`config.mk`:
```
export PLATFORM = sky130hd
export DESIGN_NAME = rssq_reset_sequencer
export DESIGN_NICKNAME = d
export VERILOG_FILES = /design/src/rtl/rssq_pkg.sv /design/src/rtl/rssq_reset_sequencer.sv /design/src/rtl/rssq_sync.sv /design/src/rtl/rssq_timer.sv
export VERILOG_INCLUDE_DIRS = /design/src /design/src/rtl
export SDC_FILE = /design/constraint.sdc
export NUM_CORES = 1
export LEC_CHECK = 0
export BUFFER_PORTS_ARGS = -buffer_cell sky130_fd_sc_hd__buf_2
export CORE_MARGIN = 3
export CORE_UTILIZATION = 40
export DETAILED_ROUTE_END_ITERATION = 16
export PLACE_DENSITY = 0.63
export RECOVER_POWER = 25
export SYNTH_ARGS = -nofsm -noshare
export SYNTH_HDL_FRONTEND = slang
export SYNTH_SLANG_ARGS = --single-unit
```
`constraint.sdc`:
```
create_clock -name core_clk -period 3.82 [get_ports core_clk]
set_input_delay 0.191 -clock core_clk [delete_from_list [all_inputs] [get_ports core_clk]]
set_output_delay 0.191 -clock core_clk [all_outputs]
set_load 0.03 [all_outputs]
```
`src/rtl/rssq_regs.svh`:
```
// Purpose: Offsets, field positions, reset values and timing counts
// Assumes: Core clock of 200 MHz
// Notes: Cycle counts derive from the times by rounding up
`ifndef RSSQ_REGS_SVH
`define RSSQ_REGS_SVH

`define RSSQ_CORE_MHZ 200

`define RSSQ_OFS_CFG 4'h0
`define RSSQ_OFS_STAT 4'h4

`define RSSQ_CFG_OSC_LO 0
`define RSSQ_CFG_OSC_HI 1
`define RSSQ_CFG_PWRUP_EN_N 3
`define RSSQ_CFG_BROWN_EN 6
`define RSSQ_CFG_BROWN_LVL 7
`define RSSQ_CFG_MASK 8'hCB
`define RSSQ_CFG_RST 8'hCB

`define RSSQ_STAT_SLEEP 0
`define RSSQ_STAT_TIMEOUT 1
`define RSSQ_STAT_CAUSE_LO 2
`define RSSQ_STAT_CAUSE_HI 4
`define RSSQ_STAT_RUN 5
`define RSSQ_STAT_REGRST 6

`define RSSQ_INTOSC_TICK_NS 1000
`define RSSQ_INTOSC_TICK_CYC \
  ((`RSSQ_INTOSC_TICK_NS * `RSSQ_CORE_MHZ + 999) / 1000)
`define RSSQ_PWRUP_MS 72
`define RSSQ_PWRUP_TICKS \
  (`RSSQ_PWRUP_MS * 1000000 / `RSSQ_INTOSC_TICK_NS)
`define RSSQ_OSCST_EDGES 1024
`define RSSQ_BROWN_MIN_NS 100000
`define RSSQ_BROWN_MIN_CYC \
  ((`RSSQ_BROWN_MIN_NS * `RSSQ_CORE_MHZ + 999) / 1000)
`define RSSQ_CLR_FILT_NS 100
`define RSSQ_CLR_FILT_CYC \
  ((`RSSQ_CLR_FILT_NS * `RSSQ_CORE_MHZ + 999) / 1000)

`endif

```
`src/rtl/rssq_pkg.sv`:
```
// Purpose: Types shared by the reset sequencer
// Assumes: Nothing
// Notes: Oscillator codes follow the configuration bit pair
package rssq_pkg;

  typedef enum logic [1:0] {
    RSSQ_LOW_POWER_XTAL = 2'h0,
    RSSQ_CRYSTAL = 2'h1,
    RSSQ_HIGH_SPEED_XTAL = 2'h2,
    RSSQ_RES_CAP = 2'h3
  } rssq_osc_t;

  typedef enum logic [2:0] {
    RSSQ_CAUSE_POWER_ON,
    RSSQ_CAUSE_CLEAR_RUN,
    RSSQ_CAUSE_CLEAR_SLEEP,
    RSSQ_CAUSE_DOG_RESET,
    RSSQ_CAUSE_DOG_WAKE,
    RSSQ_CAUSE_BROWNOUT,
    RSSQ_CAUSE_IRQ_WAKE
  } rssq_cause_t;

  typedef enum {
    RSSQ_S_SUPPLY_WAIT,
    RSSQ_S_PWRUP_WAIT,
    RSSQ_S_OSC_WAIT,
    RSSQ_S_RUN,
    RSSQ_S_SLEEP
  } rssq_state_t;

endpackage

```
`src/rtl/rssq_reset_sequencer.sv`:
```
// Purpose: Reset cause tracking and power-up delay sequencing
// Assumes: Pins and comparators are asynchronous to core_clk
// Notes: Core clock keeps running while the core is held or asleep
`timescale 1ns/1ps
`include "rssq_regs.svh"

module rssq_reset_sequencer
  import rssq_pkg::*;
#(
  parameter int PwrupTicks = `RSSQ_PWRUP_TICKS,
  parameter int BrownMinCyc = `RSSQ_BROWN_MIN_CYC
)
(
  // Clock and reset
  input wire logic core_clk,
  input wire logic resetn,
  // Avalon-MM slave
  input wire logic [3:0] avs_address,
  input wire logic avs_read,
  input wire logic avs_write,
  input wire logic [31:0] avs_writedata,
  input wire logic [3:0] avs_byteenable,
  output logic [31:0] avs_readdata,
  output logic avs_waitrequest,
  // Pins and supply comparators
  input wire logic masterClearN,
  input wire logic oscInputPin,
  input wire logic supplyPresent,
  input wire logic supplyAbove4v0,
  input wire logic supplyAbove2v5,
  // Core events
  input wire logic watchdogExpire,
  input wire logic sleepEnter,
  input wire logic wakeIrq,
  // Core control and status
  output logic coreRun,
  output logic regReset,
  output logic oscAmpEn,
  output logic [1:0] oscMode,
  output logic [2:0] resetCause,
  output logic timeoutFlag,
  output logic sleepFlag
);

  localparam int PwW = $clog2(PwrupTicks + 1);
  localparam int BrW = $clog2(BrownMinCyc + 1);
  localparam int DivW = $clog2(`RSSQ_INTOSC_TICK_CYC + 1);
  localparam int OscW = $clog2(`RSSQ_OSCST_EDGES + 1);
  localparam int ClrW = $clog2(`RSSQ_CLR_FILT_CYC + 1);

  if (PwrupTicks < 1 || BrownMinCyc < 1)
  begin : g_bad_param
    $error("Timer lengths must be at least one");
  end

  function automatic logic isCrystal(input rssq_osc_t m);
    isCrystal = (m != RSSQ_RES_CAP);
  endfunction

  logic [4:0] pinSync;
  logic clrSync;
  logic oscSync;
  logic supSync;
  logic hi4Sync;
  logic hi2Sync;
  logic [7:0] cfg_ff;
  rssq_osc_t curMode;
  logic pwrupEnN;
  logic brownEn;
  logic brownLvlHi;
  logic supplyOk;
  logic [DivW-1:0] div_ff;
  logic intTick;
  logic oscPrev_ff;
  logic supPrev_ff;
  logic oscEdge;
  logic porPulse;
  logic extClearLow;
  logic brownLow;
  logic pwrupDone;
  logic oscDone;
  rssq_state_t state_ff;
  rssq_state_t nxt_state;
  rssq_cause_t cause_ff;
  rssq_cause_t nxt_cause;
  logic timeout_ff;
  logic nxt_timeout;
  logic sleep_ff;
  logic nxt_sleep;
  logic pwrupReq_ff;
  logic nxt_pwrupReq;
  logic oscReq_ff;
  logic nxt_oscReq;
  logic fullReset;
  logic regReset_ff;
  logic coreRun_ff;
  logic oscAmp_ff;
  logic [1:0] oscMode_ff;
  logic busReq;
  logic ack_ff;
  logic [31:0] rdata_ff;
  logic [31:0] rdMux;

  // Every pin crosses two flops before use
  rssq_sync #(.W(5)) u_sync (
    .core_clk(core_clk),
    .resetn(resetn),
    .d({masterClearN, oscInputPin, supplyPresent,
        supplyAbove4v0, supplyAbove2v5}),
    .q(pinSync)
  );
  assign {clrSync, oscSync, supSync, hi4Sync, hi2Sync} = pinSync;

  assign curMode = rssq_osc_t'(
    cfg_ff[`RSSQ_CFG_OSC_HI:`RSSQ_CFG_OSC_LO]);
  assign pwrupEnN = cfg_ff[`RSSQ_CFG_PWRUP_EN_N];
  assign brownEn = cfg_ff[`RSSQ_CFG_BROWN_EN];
  assign brownLvlHi = cfg_ff[`RSSQ_CFG_BROWN_LVL];

  // Disabled brown-out logic reads as a healthy supply
  assign supplyOk = !brownEn ||
    (brownLvlHi ? hi4Sync : hi2Sync);

  // Tick restarts with each wait, so the first tick is a full one
  assign intTick = (div_ff == DivW'(`RSSQ_INTOSC_TICK_CYC - 1));

  always_ff @(posedge core_clk or negedge resetn)
  begin
    if (!resetn)
      div_ff <= '0;
    else if (intTick || state_ff != RSSQ_S_PWRUP_WAIT)
      div_ff <= '0;
    else
      div_ff <= div_ff + 1'b1;
  end

  always_ff @(posedge core_clk or negedge resetn)
  begin
    if (!resetn)
    begin
      oscPrev_ff <= 1'b0;
      supPrev_ff <= 1'b0;
    end
    else
    begin
      oscPrev_ff <= oscSync;
      supPrev_ff <= supSync;
    end
  end

  // Pin edges count whether a crystal or an external clock drives it
  assign oscEdge = oscSync && !oscPrev_ff;
  assign porPulse = supSync && !supPrev_ff;

  // Low level must persist before it counts as a clear
  rssq_timer #(.W(ClrW)) u_clr_filt (
    .core_clk(core_clk),
    .resetn(resetn),
    .clr(clrSync),
    .en(1'b1),
    .len(ClrW'(`RSSQ_CLR_FILT_CYC)),
    .done(extClearLow)
  );

  rssq_timer #(.W(BrW)) u_brown_qual (
    .core_clk(core_clk),
    .resetn(resetn),
    .clr(supplyOk),
    .en(1'b1),
    .len(BrW'(BrownMinCyc)),
    .done(brownLow)
  );

  rssq_timer #(.W(PwW)) u_pwrup (
    .core_clk(core_clk),
    .resetn(resetn),
    .clr(state_ff != RSSQ_S_PWRUP_WAIT),
    .en(intTick),
    .len(PwW'(PwrupTicks)),
    .done(pwrupDone)
  );

  rssq_timer #(.W(OscW)) u_osc_start (
    .core_clk(core_clk),
    .resetn(resetn),
    .clr(state_ff != RSSQ_S_OSC_WAIT),
    .en(oscEdge),
    .len(OscW'(`RSSQ_OSCST_EDGES)),
    .done(oscDone)
  );

  always_comb
  begin
    nxt_state = state_ff;
    nxt_cause = cause_ff;
    nxt_timeout = timeout_ff;
    nxt_sleep = sleep_ff;
    nxt_pwrupReq = pwrupReq_ff;
    nxt_oscReq = oscReq_ff;
    fullReset = 1'b0;
    if (porPulse)
    begin
      fullReset = 1'b1;
      nxt_cause = RSSQ_CAUSE_POWER_ON;
      nxt_timeout = 1'b1;
      nxt_sleep = 1'b1;
    end
    else if (brownLow && state_ff != RSSQ_S_SUPPLY_WAIT)
    begin
      fullReset = 1'b1;
      nxt_cause = RSSQ_CAUSE_BROWNOUT;
      nxt_timeout = 1'b1;
      nxt_sleep = 1'b1;
    end
    else
    begin
      case (state_ff)
        RSSQ_S_SUPPLY_WAIT:
          if (supplyOk && !extClearLow)
          begin
            if (pwrupReq_ff)
              nxt_state = RSSQ_S_PWRUP_WAIT;
            else if (oscReq_ff)
              nxt_state = RSSQ_S_OSC_WAIT;
            else
              nxt_state = RSSQ_S_RUN;
          end
        RSSQ_S_PWRUP_WAIT:
          if (!supplyOk)
          begin
            fullReset = 1'b1;
            nxt_cause = RSSQ_CAUSE_BROWNOUT;
            nxt_timeout = 1'b1;
            nxt_sleep = 1'b1;
          end
          else if (pwrupDone)
          begin
            nxt_pwrupReq = 1'b0;
            if (oscReq_ff)
              nxt_state = RSSQ_S_OSC_WAIT;
            else if (extClearLow)
              nxt_state = RSSQ_S_SUPPLY_WAIT;
            else
              nxt_state = RSSQ_S_RUN;
          end
        RSSQ_S_OSC_WAIT:
          if (oscDone)
          begin
            nxt_oscReq = 1'b0;
            if (extClearLow && regReset_ff)
              nxt_state = RSSQ_S_SUPPLY_WAIT;
            else
              nxt_state = RSSQ_S_RUN;
          end
        RSSQ_S_RUN:
          if (extClearLow)
          begin
            fullReset = 1'b1;
            nxt_cause = RSSQ_CAUSE_CLEAR_RUN;
          end
          else if (watchdogExpire)
          begin
            // Internal only: there is no drive path to the pin
            fullReset = 1'b1;
            nxt_cause = RSSQ_CAUSE_DOG_RESET;
            nxt_timeout = 1'b0;
            nxt_sleep = 1'b1;
          end
          else if (sleepEnter)
          begin
            nxt_state = RSSQ_S_SLEEP;
            nxt_timeout = 1'b1;
            nxt_sleep = 1'b0;
          end
        RSSQ_S_SLEEP:
          if (extClearLow)
          begin
            fullReset = 1'b1;
            nxt_cause = RSSQ_CAUSE_CLEAR_SLEEP;
            nxt_timeout = 1'b1;
            nxt_sleep = 1'b0;
          end
          else if (watchdogExpire || wakeIrq)
          begin
            nxt_cause = watchdogExpire ? RSSQ_CAUSE_DOG_WAKE :
              RSSQ_CAUSE_IRQ_WAKE;
            nxt_timeout = !watchdogExpire;
            nxt_sleep = 1'b0;
            nxt_oscReq = isCrystal(curMode);
            nxt_state = isCrystal(curMode) ? RSSQ_S_OSC_WAIT :
              RSSQ_S_RUN;
          end
        default:
          nxt_state = RSSQ_S_SUPPLY_WAIT;
      endcase
    end
    if (fullReset)
    begin
      nxt_state = RSSQ_S_SUPPLY_WAIT;
      nxt_pwrupReq = !pwrupEnN &&
        (nxt_cause == RSSQ_CAUSE_POWER_ON ||
         nxt_cause == RSSQ_CAUSE_BROWNOUT);
      // A dip during a power-on sequence keeps its start-up count
      nxt_oscReq = isCrystal(curMode) &&
        (nxt_cause == RSSQ_CAUSE_POWER_ON ||
         (nxt_cause == RSSQ_CAUSE_BROWNOUT && oscReq_ff));
    end
  end

  always_ff @(posedge core_clk or negedge resetn)
  begin
    if (!resetn)
    begin
      state_ff <= RSSQ_S_SUPPLY_WAIT;
      cause_ff <= RSSQ_CAUSE_POWER_ON;
      pwrupReq_ff <= 1'b0;
      oscReq_ff <= 1'b0;
    end
    else
    begin
      state_ff <= nxt_state;
      cause_ff <= nxt_cause;
      pwrupReq_ff <= nxt_pwrupReq;
      oscReq_ff <= nxt_oscReq;
    end
  end

  always_ff @(posedge core_clk or negedge resetn)
  begin
    if (!resetn)
    begin
      timeout_ff <= 1'b1;
      sleep_ff <= 1'b1;
    end
    else
    begin
      timeout_ff <= nxt_timeout;
      sleep_ff <= nxt_sleep;
    end
  end

  // Immune registers get no reset line at all; wakes never raise this
  always_ff @(posedge core_clk or negedge resetn)
  begin
    if (!resetn)
      regReset_ff <= 1'b1;
    else if (fullReset)
      regReset_ff <= 1'b1;
    else if (nxt_state == RSSQ_S_RUN)
      regReset_ff <= 1'b0;
  end

  always_ff @(posedge core_clk or negedge resetn)
  begin
    if (!resetn)
      coreRun_ff <= 1'b0;
    else
      coreRun_ff <= (nxt_state == RSSQ_S_RUN);
  end

  always_ff @(posedge core_clk or negedge resetn)
  begin
    if (!resetn)
    begin
      oscAmp_ff <= 1'b0;
      oscMode_ff <= 2'h3;
    end
    else
    begin
      oscAmp_ff <= isCrystal(curMode);
      oscMode_ff <= curMode;
    end
  end

  assign coreRun = coreRun_ff;
  assign regReset = regReset_ff;
  assign oscAmpEn = oscAmp_ff;
  assign oscMode = oscMode_ff;
  assign resetCause = cause_ff;
  assign timeoutFlag = timeout_ff;
  assign sleepFlag = sleep_ff;

  // One wait cycle on every access keeps decode off the bus path
  assign busReq = avs_read || avs_write;
  assign avs_waitrequest = busReq && !ack_ff;

  always_ff @(posedge core_clk or negedge resetn)
  begin
    if (!resetn)
      ack_ff <= 1'b0;
    else
      ack_ff <= busReq && !ack_ff;
  end

  always_ff @(posedge core_clk or negedge resetn)
  begin
    if (!resetn)
      cfg_ff <= `RSSQ_CFG_RST;
    else if (avs_write && ack_ff && avs_byteenable[0] &&
             avs_address == `RSSQ_OFS_CFG)
      cfg_ff <= avs_writedata[7:0] & `RSSQ_CFG_MASK;
  end

  always_comb
  begin
    rdMux = 32'h0;
    if (avs_address == `RSSQ_OFS_CFG)
      rdMux[7:0] = cfg_ff;
    else if (avs_address == `RSSQ_OFS_STAT)
    begin
      rdMux[`RSSQ_STAT_SLEEP] = sleep_ff;
      rdMux[`RSSQ_STAT_TIMEOUT] = timeout_ff;
      rdMux[`RSSQ_STAT_CAUSE_HI:`RSSQ_STAT_CAUSE_LO] = cause_ff;
      rdMux[`RSSQ_STAT_RUN] = coreRun_ff;
      rdMux[`RSSQ_STAT_REGRST] = regReset_ff;
    end
  end

  always_ff @(posedge core_clk or negedge resetn)
  begin
    if (!resetn)
      rdata_ff <= 32'h0;
    else if (avs_read && !ack_ff)
      rdata_ff <= rdMux;
  end

  assign avs_readdata = rdata_ff;
endmodule

```
`src/rtl/rssq_sync.sv`:
```
// Purpose: Two-stage synchroniser for asynchronous levels
// Assumes: Inputs are slow levels, not data words
// Notes: First stage is read by the second stage only
`timescale 1ns/1ps

module rssq_sync
  import rssq_pkg::*;
#(
  parameter int W = 1
)
(
  // Clock and reset
  input wire logic core_clk,
  input wire logic resetn,
  // Levels in and out
  input wire logic [W-1:0] d,
  output logic [W-1:0] q
);

  logic [W-1:0] meta_ff;
  logic [W-1:0] sync_ff;

  if (W < 1)
  begin : g_bad_w
    $error("Synchroniser width must be positive");
  end

  always_ff @(posedge core_clk or negedge resetn)
  begin
    if (!resetn)
    begin
      meta_ff <= '0;
      sync_ff <= '0;
    end
    else
    begin
      meta_ff <= d;
      sync_ff <= meta_ff;
    end
  end

  assign q = sync_ff;

endmodule

```
`src/rtl/rssq_timer.sv`:
```
// Purpose: Saturating up-counter with registered completion
// Assumes: len is stable while the count runs
// Notes: done rises one edge after the count reaches len
`timescale 1ns/1ps

module rssq_timer
  import rssq_pkg::*;
#(
  parameter int W = 8
)
(
  // Clock and reset
  input wire logic core_clk,
  input wire logic resetn,
  // Control
  input wire logic clr,
  input wire logic en,
  input wire logic [W-1:0] len,
  // Completion
  output logic done
);

  logic [W-1:0] cnt_ff;
  logic done_ff;

  if (W < 1)
  begin : g_bad_w
    $error("Timer width must be positive");
  end

  always_ff @(posedge core_clk or negedge resetn)
  begin
    if (!resetn)
      cnt_ff <= '0;
    else if (clr)
      cnt_ff <= '0;
    else if (en && cnt_ff != len)
      cnt_ff <= cnt_ff + 1'b1;
  end

  // Registered so the release path never sees a compare glitch
  always_ff @(posedge core_clk or negedge resetn)
  begin
    if (!resetn)
      done_ff <= 1'b0;
    else
      done_ff <= !clr && (cnt_ff == len);
  end

  assign done = done_ff;

endmodule

```
==> out/results.tsv <==
stage	metric	value	unit
run_status	status	finished, final reports clean	
yosys	synth unique cells	65	
die	Die ar.	16300	sq um
finish	Area Overhead vs Synth	19.10	%
pwr	Leakage	3.024	nW
timing	upper clock frequency limit	359.8	MHz
die	Initial Utilization	0.4169	
pwr	Max VDD drop	0.3091	mV
yosys	mean post-synth cell area	10.99	sq um
die	Ports	95	
detailed_routing	via count	4198	
worst_setup_path	CP Launch Type	register	
detailed_routing	drt drc	0	
pwr	Pwr Density	479.7	nW/um^2
finish	Filler cells	1286	
cts	Num CTS Buffers	17	
detailed_routing	DRT Pass-1 Iters	5	
worst_setup_path	WS Path Type	reg2reg	
detailed_routing	Iter 0 DRT Violations	350	
cts	hold_buf cts	6	
cts	CTS root buf	clkbuf_16	
yosys	post-synthesis sequential area ratio	0.5514	
worst_hold_path	hold path depth	2	
timing	final setup skew	0.009612	ns
placed_design	PortBufs	40	
timing	RSZ-0062 raised after global routing	no	
yosys	Synth async-reset ratio	1.000	
die	area of the core	14200	sq um
die	Die Y	127.7	um
yosys	post-synthesis cell count	539	
grt	GR Overflow Total	0	
worst_setup_path	CP max stage cell	nor3_2	
detailed_routing	WL/cell	13.81	um
timing	final slew viol count	0	
grt	GRT Total Usage	0.1455	
yosys	Yosys warnings	0	
cts	post-cts resize count	0	
cts	clock buffer depth	2	
worst_setup_path	Required @ worst endpoint	4.15	ns
grt	pin count of the biggest net entering global routing	61	
cts	CTS sink cnt	130	
timing	min Tclk post-route	2.779	ns
cts	Skew-Pair Late Insertion Delay	0.41	ns
run	max_cap viols	0	
worst_setup_path	CP endpoint kind	register	
detailed_routing	DR vias/cell	5.132	
worst_hold_path	worst min path class	in2reg	
grt	vias in the first global route	3980	
detailed_routing	final wirelength	11300	um
worst_setup_path	WP data arrival	3.11	ns
timing	measured slew at the worst slew-check pin	1.428	ns
timing	crit share post-route	0.7276	
finish	utilization after layout	0.4966	
worst_setup_path	max incr delay on CP	0.56	ns
cts	CTS tree	yes	
finish	nets	685	
yosys	mapped cell area	5922	sq um
yosys	ys flop type	dfrtp_1	
timing	Final setup viols	0	
cts	postcts setup bufs	0	
cts	H-tree levels	4	
placed_design	gpl congestion	0.8352	
timing	final hold violations	0	
timing	Slew headroom	0.04815	
cts	clk slew on worst S/H paths	0.05	ns
die	die width	127.7	um
worst_setup_path	largest fanout on the critical path	20	
yosys	Synth Register Bits	130	
worst_setup_path	Worst R2R Path Depth	7	
grt	first-pass GRT wire length	19030	um
timing	setup TNS	0	ns
finish	share of layout cells above drive strength 1	0.1633	
detailed_routing	antenna viol nets, final	0	
placed_design	Detailed Place HPWL	7699	um
die	row cnt	43	
yosys	Post-synth EDFFs	0	
grt	antenna violations before repair	1	
worst_setup_path	CP cell instances	mux2i_1 > nand2_1 > nor3_2 > nand3b_1 > a311oi_2 > or3_1 > o21ai_1	
## cells in the final DEF (no fill, tap or decap), types with 3 or more instances in the layout
cell type	count
o21ai_1	3
nor4b_1	5
xor2_1	30
nand2b_1	3
bufinv_16	5
and4_1	4
nor2_1	76
nand2_1	37
nor2b_1	3
clkbuf_16	17
nor4_1	5
dfstp_2	8
buf_2	39
nor4_4	8
dlygate4sd3_1	6
nand4_1	18
xnor2_1	13
conb_1	53
inv_1	17
nand3_1	26
o21ai_0	18
and2_1	3
a21oi_1	15
a22oi_1	4
ha_1	9
mux2_2	5
mux2i_1	5
or3_1	9
clkinv_4	4
dfrtp_1	120
o211ai_1	4
and3_1	7
## cell usage after synthesis, drive strengths merged, types with 2 or more instances
cell | count | area [sq um]
a2111oi | 2 | 30.03
a21oi | 15 | 75.07
a222oi | 2 | 20.02
a22o | 2 | 17.52
a22oi | 4 | 30.03
and2 | 3 | 18.77
and3 | 7 | 43.79
and4 | 5 | 45.04
and4b | 2 | 20.02
buf | 24 | 180.2
clkbuf | 10 | 37.54
dfrtp | 120 | 3003
dfstp | 10 | 262.8
ha | 9 | 112.6
inv | 17 | 63.81
mux2 | 5 | 56.30
mux2i | 5 | 50.05
nand2 | 38 | 145.1
nand2b | 3 | 18.77
nand3 | 26 | 130.1
nand4 | 19 | 133.9
nand4b | 2 | 17.52
nor2 | 77 | 291.5
nor2b | 3 | 18.77
nor3 | 4 | 30.03
nor4 | 13 | 201.4
nor4b | 5 | 43.79
nor4bb | 2 | 20.02
o211ai | 4 | 30.03
o21ai | 21 | 105.1
o32ai | 2 | 17.52
o41ai | 2 | 17.52
or2 | 3 | 18.77
or3 | 9 | 56.30
xnor2 | 13 | 113.9
xor2 | 30 | 262.8
## area by class of cell
| type | count | area [sq um] | share of cell area |
|---|---|---|---|
| antenna | 1 | 2.502 | 0.0003548 |
| multi-input combinational | 410 | 2570 | 0.3644 |
| clock buffer | 20 | 446.7 | 0.06333 |
| clock inverter | 12 | 203.9 | 0.02892 |
| tap | 180 | 225.2 | 0.03193 |
| sequential | 130 | 3266 | 0.4630 |
| inverter | 17 | 63.81 | 0.009047 |
| timing repair buffer | 48 | 275.3 | 0.03903 |
## report_power, final
group          switching (mW)  internal, mW
Sequential             0.0334          1.43
Combinational           0.117        0.0445
Clock                   0.582          1.18
## path summary, 6_finish.rpt
kind	endpoint	slack, ns	from
max in group asynchronous	oscMode[1]$_DFF_PN1_	1.99	resetn
worst min-delay path	cfg_ff[7]$_DFFE_PN1P_	0.02	avs_writedata[7]
worst max register to register	pwrupReq_ff$_DFFE_PN0P_	1.04	cfg_ff[7]$_DFFE_PN1P_
min in group asynchronous	u_clr_filt.cnt_ff[3]$_DFFE_PN0N_	0.65	resetn
worst min register to register	u_sync.q[4]$_DFF_PN0_	0.35	u_sync.meta_ff[4]$_DFF_PN0_
worst max-delay path	pwrupReq_ff$_DFFE_PN0P_	1.04	cfg_ff[7]$_DFFE_PN1P_
## sequential cells by signal, indices dropped and copies added, names as in the netlist, 2 cells and up
register	cells
state_ff	32
u_pwrup.cnt_ff	17
u_brown_qual.cnt_ff	15
u_osc_start.cnt_ff	11
avs_readdata	8
div_ff	8
cfg_ff	5
u_clr_filt.cnt_ff	5
u_sync.meta_ff	5
u_sync.q	5
resetCause	3
oscMode	2
## stage by stage
stage / hold WS, ns / power [mW] / worst slack [ns] / area [sq um] / cells
after floorplan: -0.1046 / 1.596 / 1.683 / 6117 / 591
after CTS: 0.007596 / 3.426 / 0.9792 / 7053 / 817
final: 0.02119 / 3.383 / 1.041 / 7053 / 818
after global routing: 0.01363 / 3.517 / 0.7636 / 7053 / 818
after global placement: 0.3005 / 1.639 / 1.135 / 6342 / 779
after detailed placement: 0.3008 / 1.644 / 1.061 / 6342 / 779
## kinds of logic after synthesis
family / after synthesis / synth area share
AND/OR/NAND/NOR: 225 / 0.2180
flip-flops: 130 / 0.5514
AO/OA/AOI/OAI: 70 / 0.08177
buffers and inverters: 51 / 0.04754
XOR/XNOR: 43 / 0.06360
multiplexers: 10 / 0.01796
adder cells (fa/ha/maj): 9 / 0.01902
other: 1 / 0.0006332
## per-layer routing
metal	routed length, um	share of wire	global-route usage
met1	5052	0.45	0.1880
met2	5314	0.47	0.2338
met3	708	0.063	0.04125
met4	222	0.020	0.05556
met5	0	0	0
## critical path, delay by kind of cell, from the launching register on
family             cells  cell delay, ns
and+or+nand+nor        4            1.58
DFF                    1            0.55
muxes                  1            0.31
AOI/OAI and AO/OA      2            0.26
(Power assumes the default switching activity.)
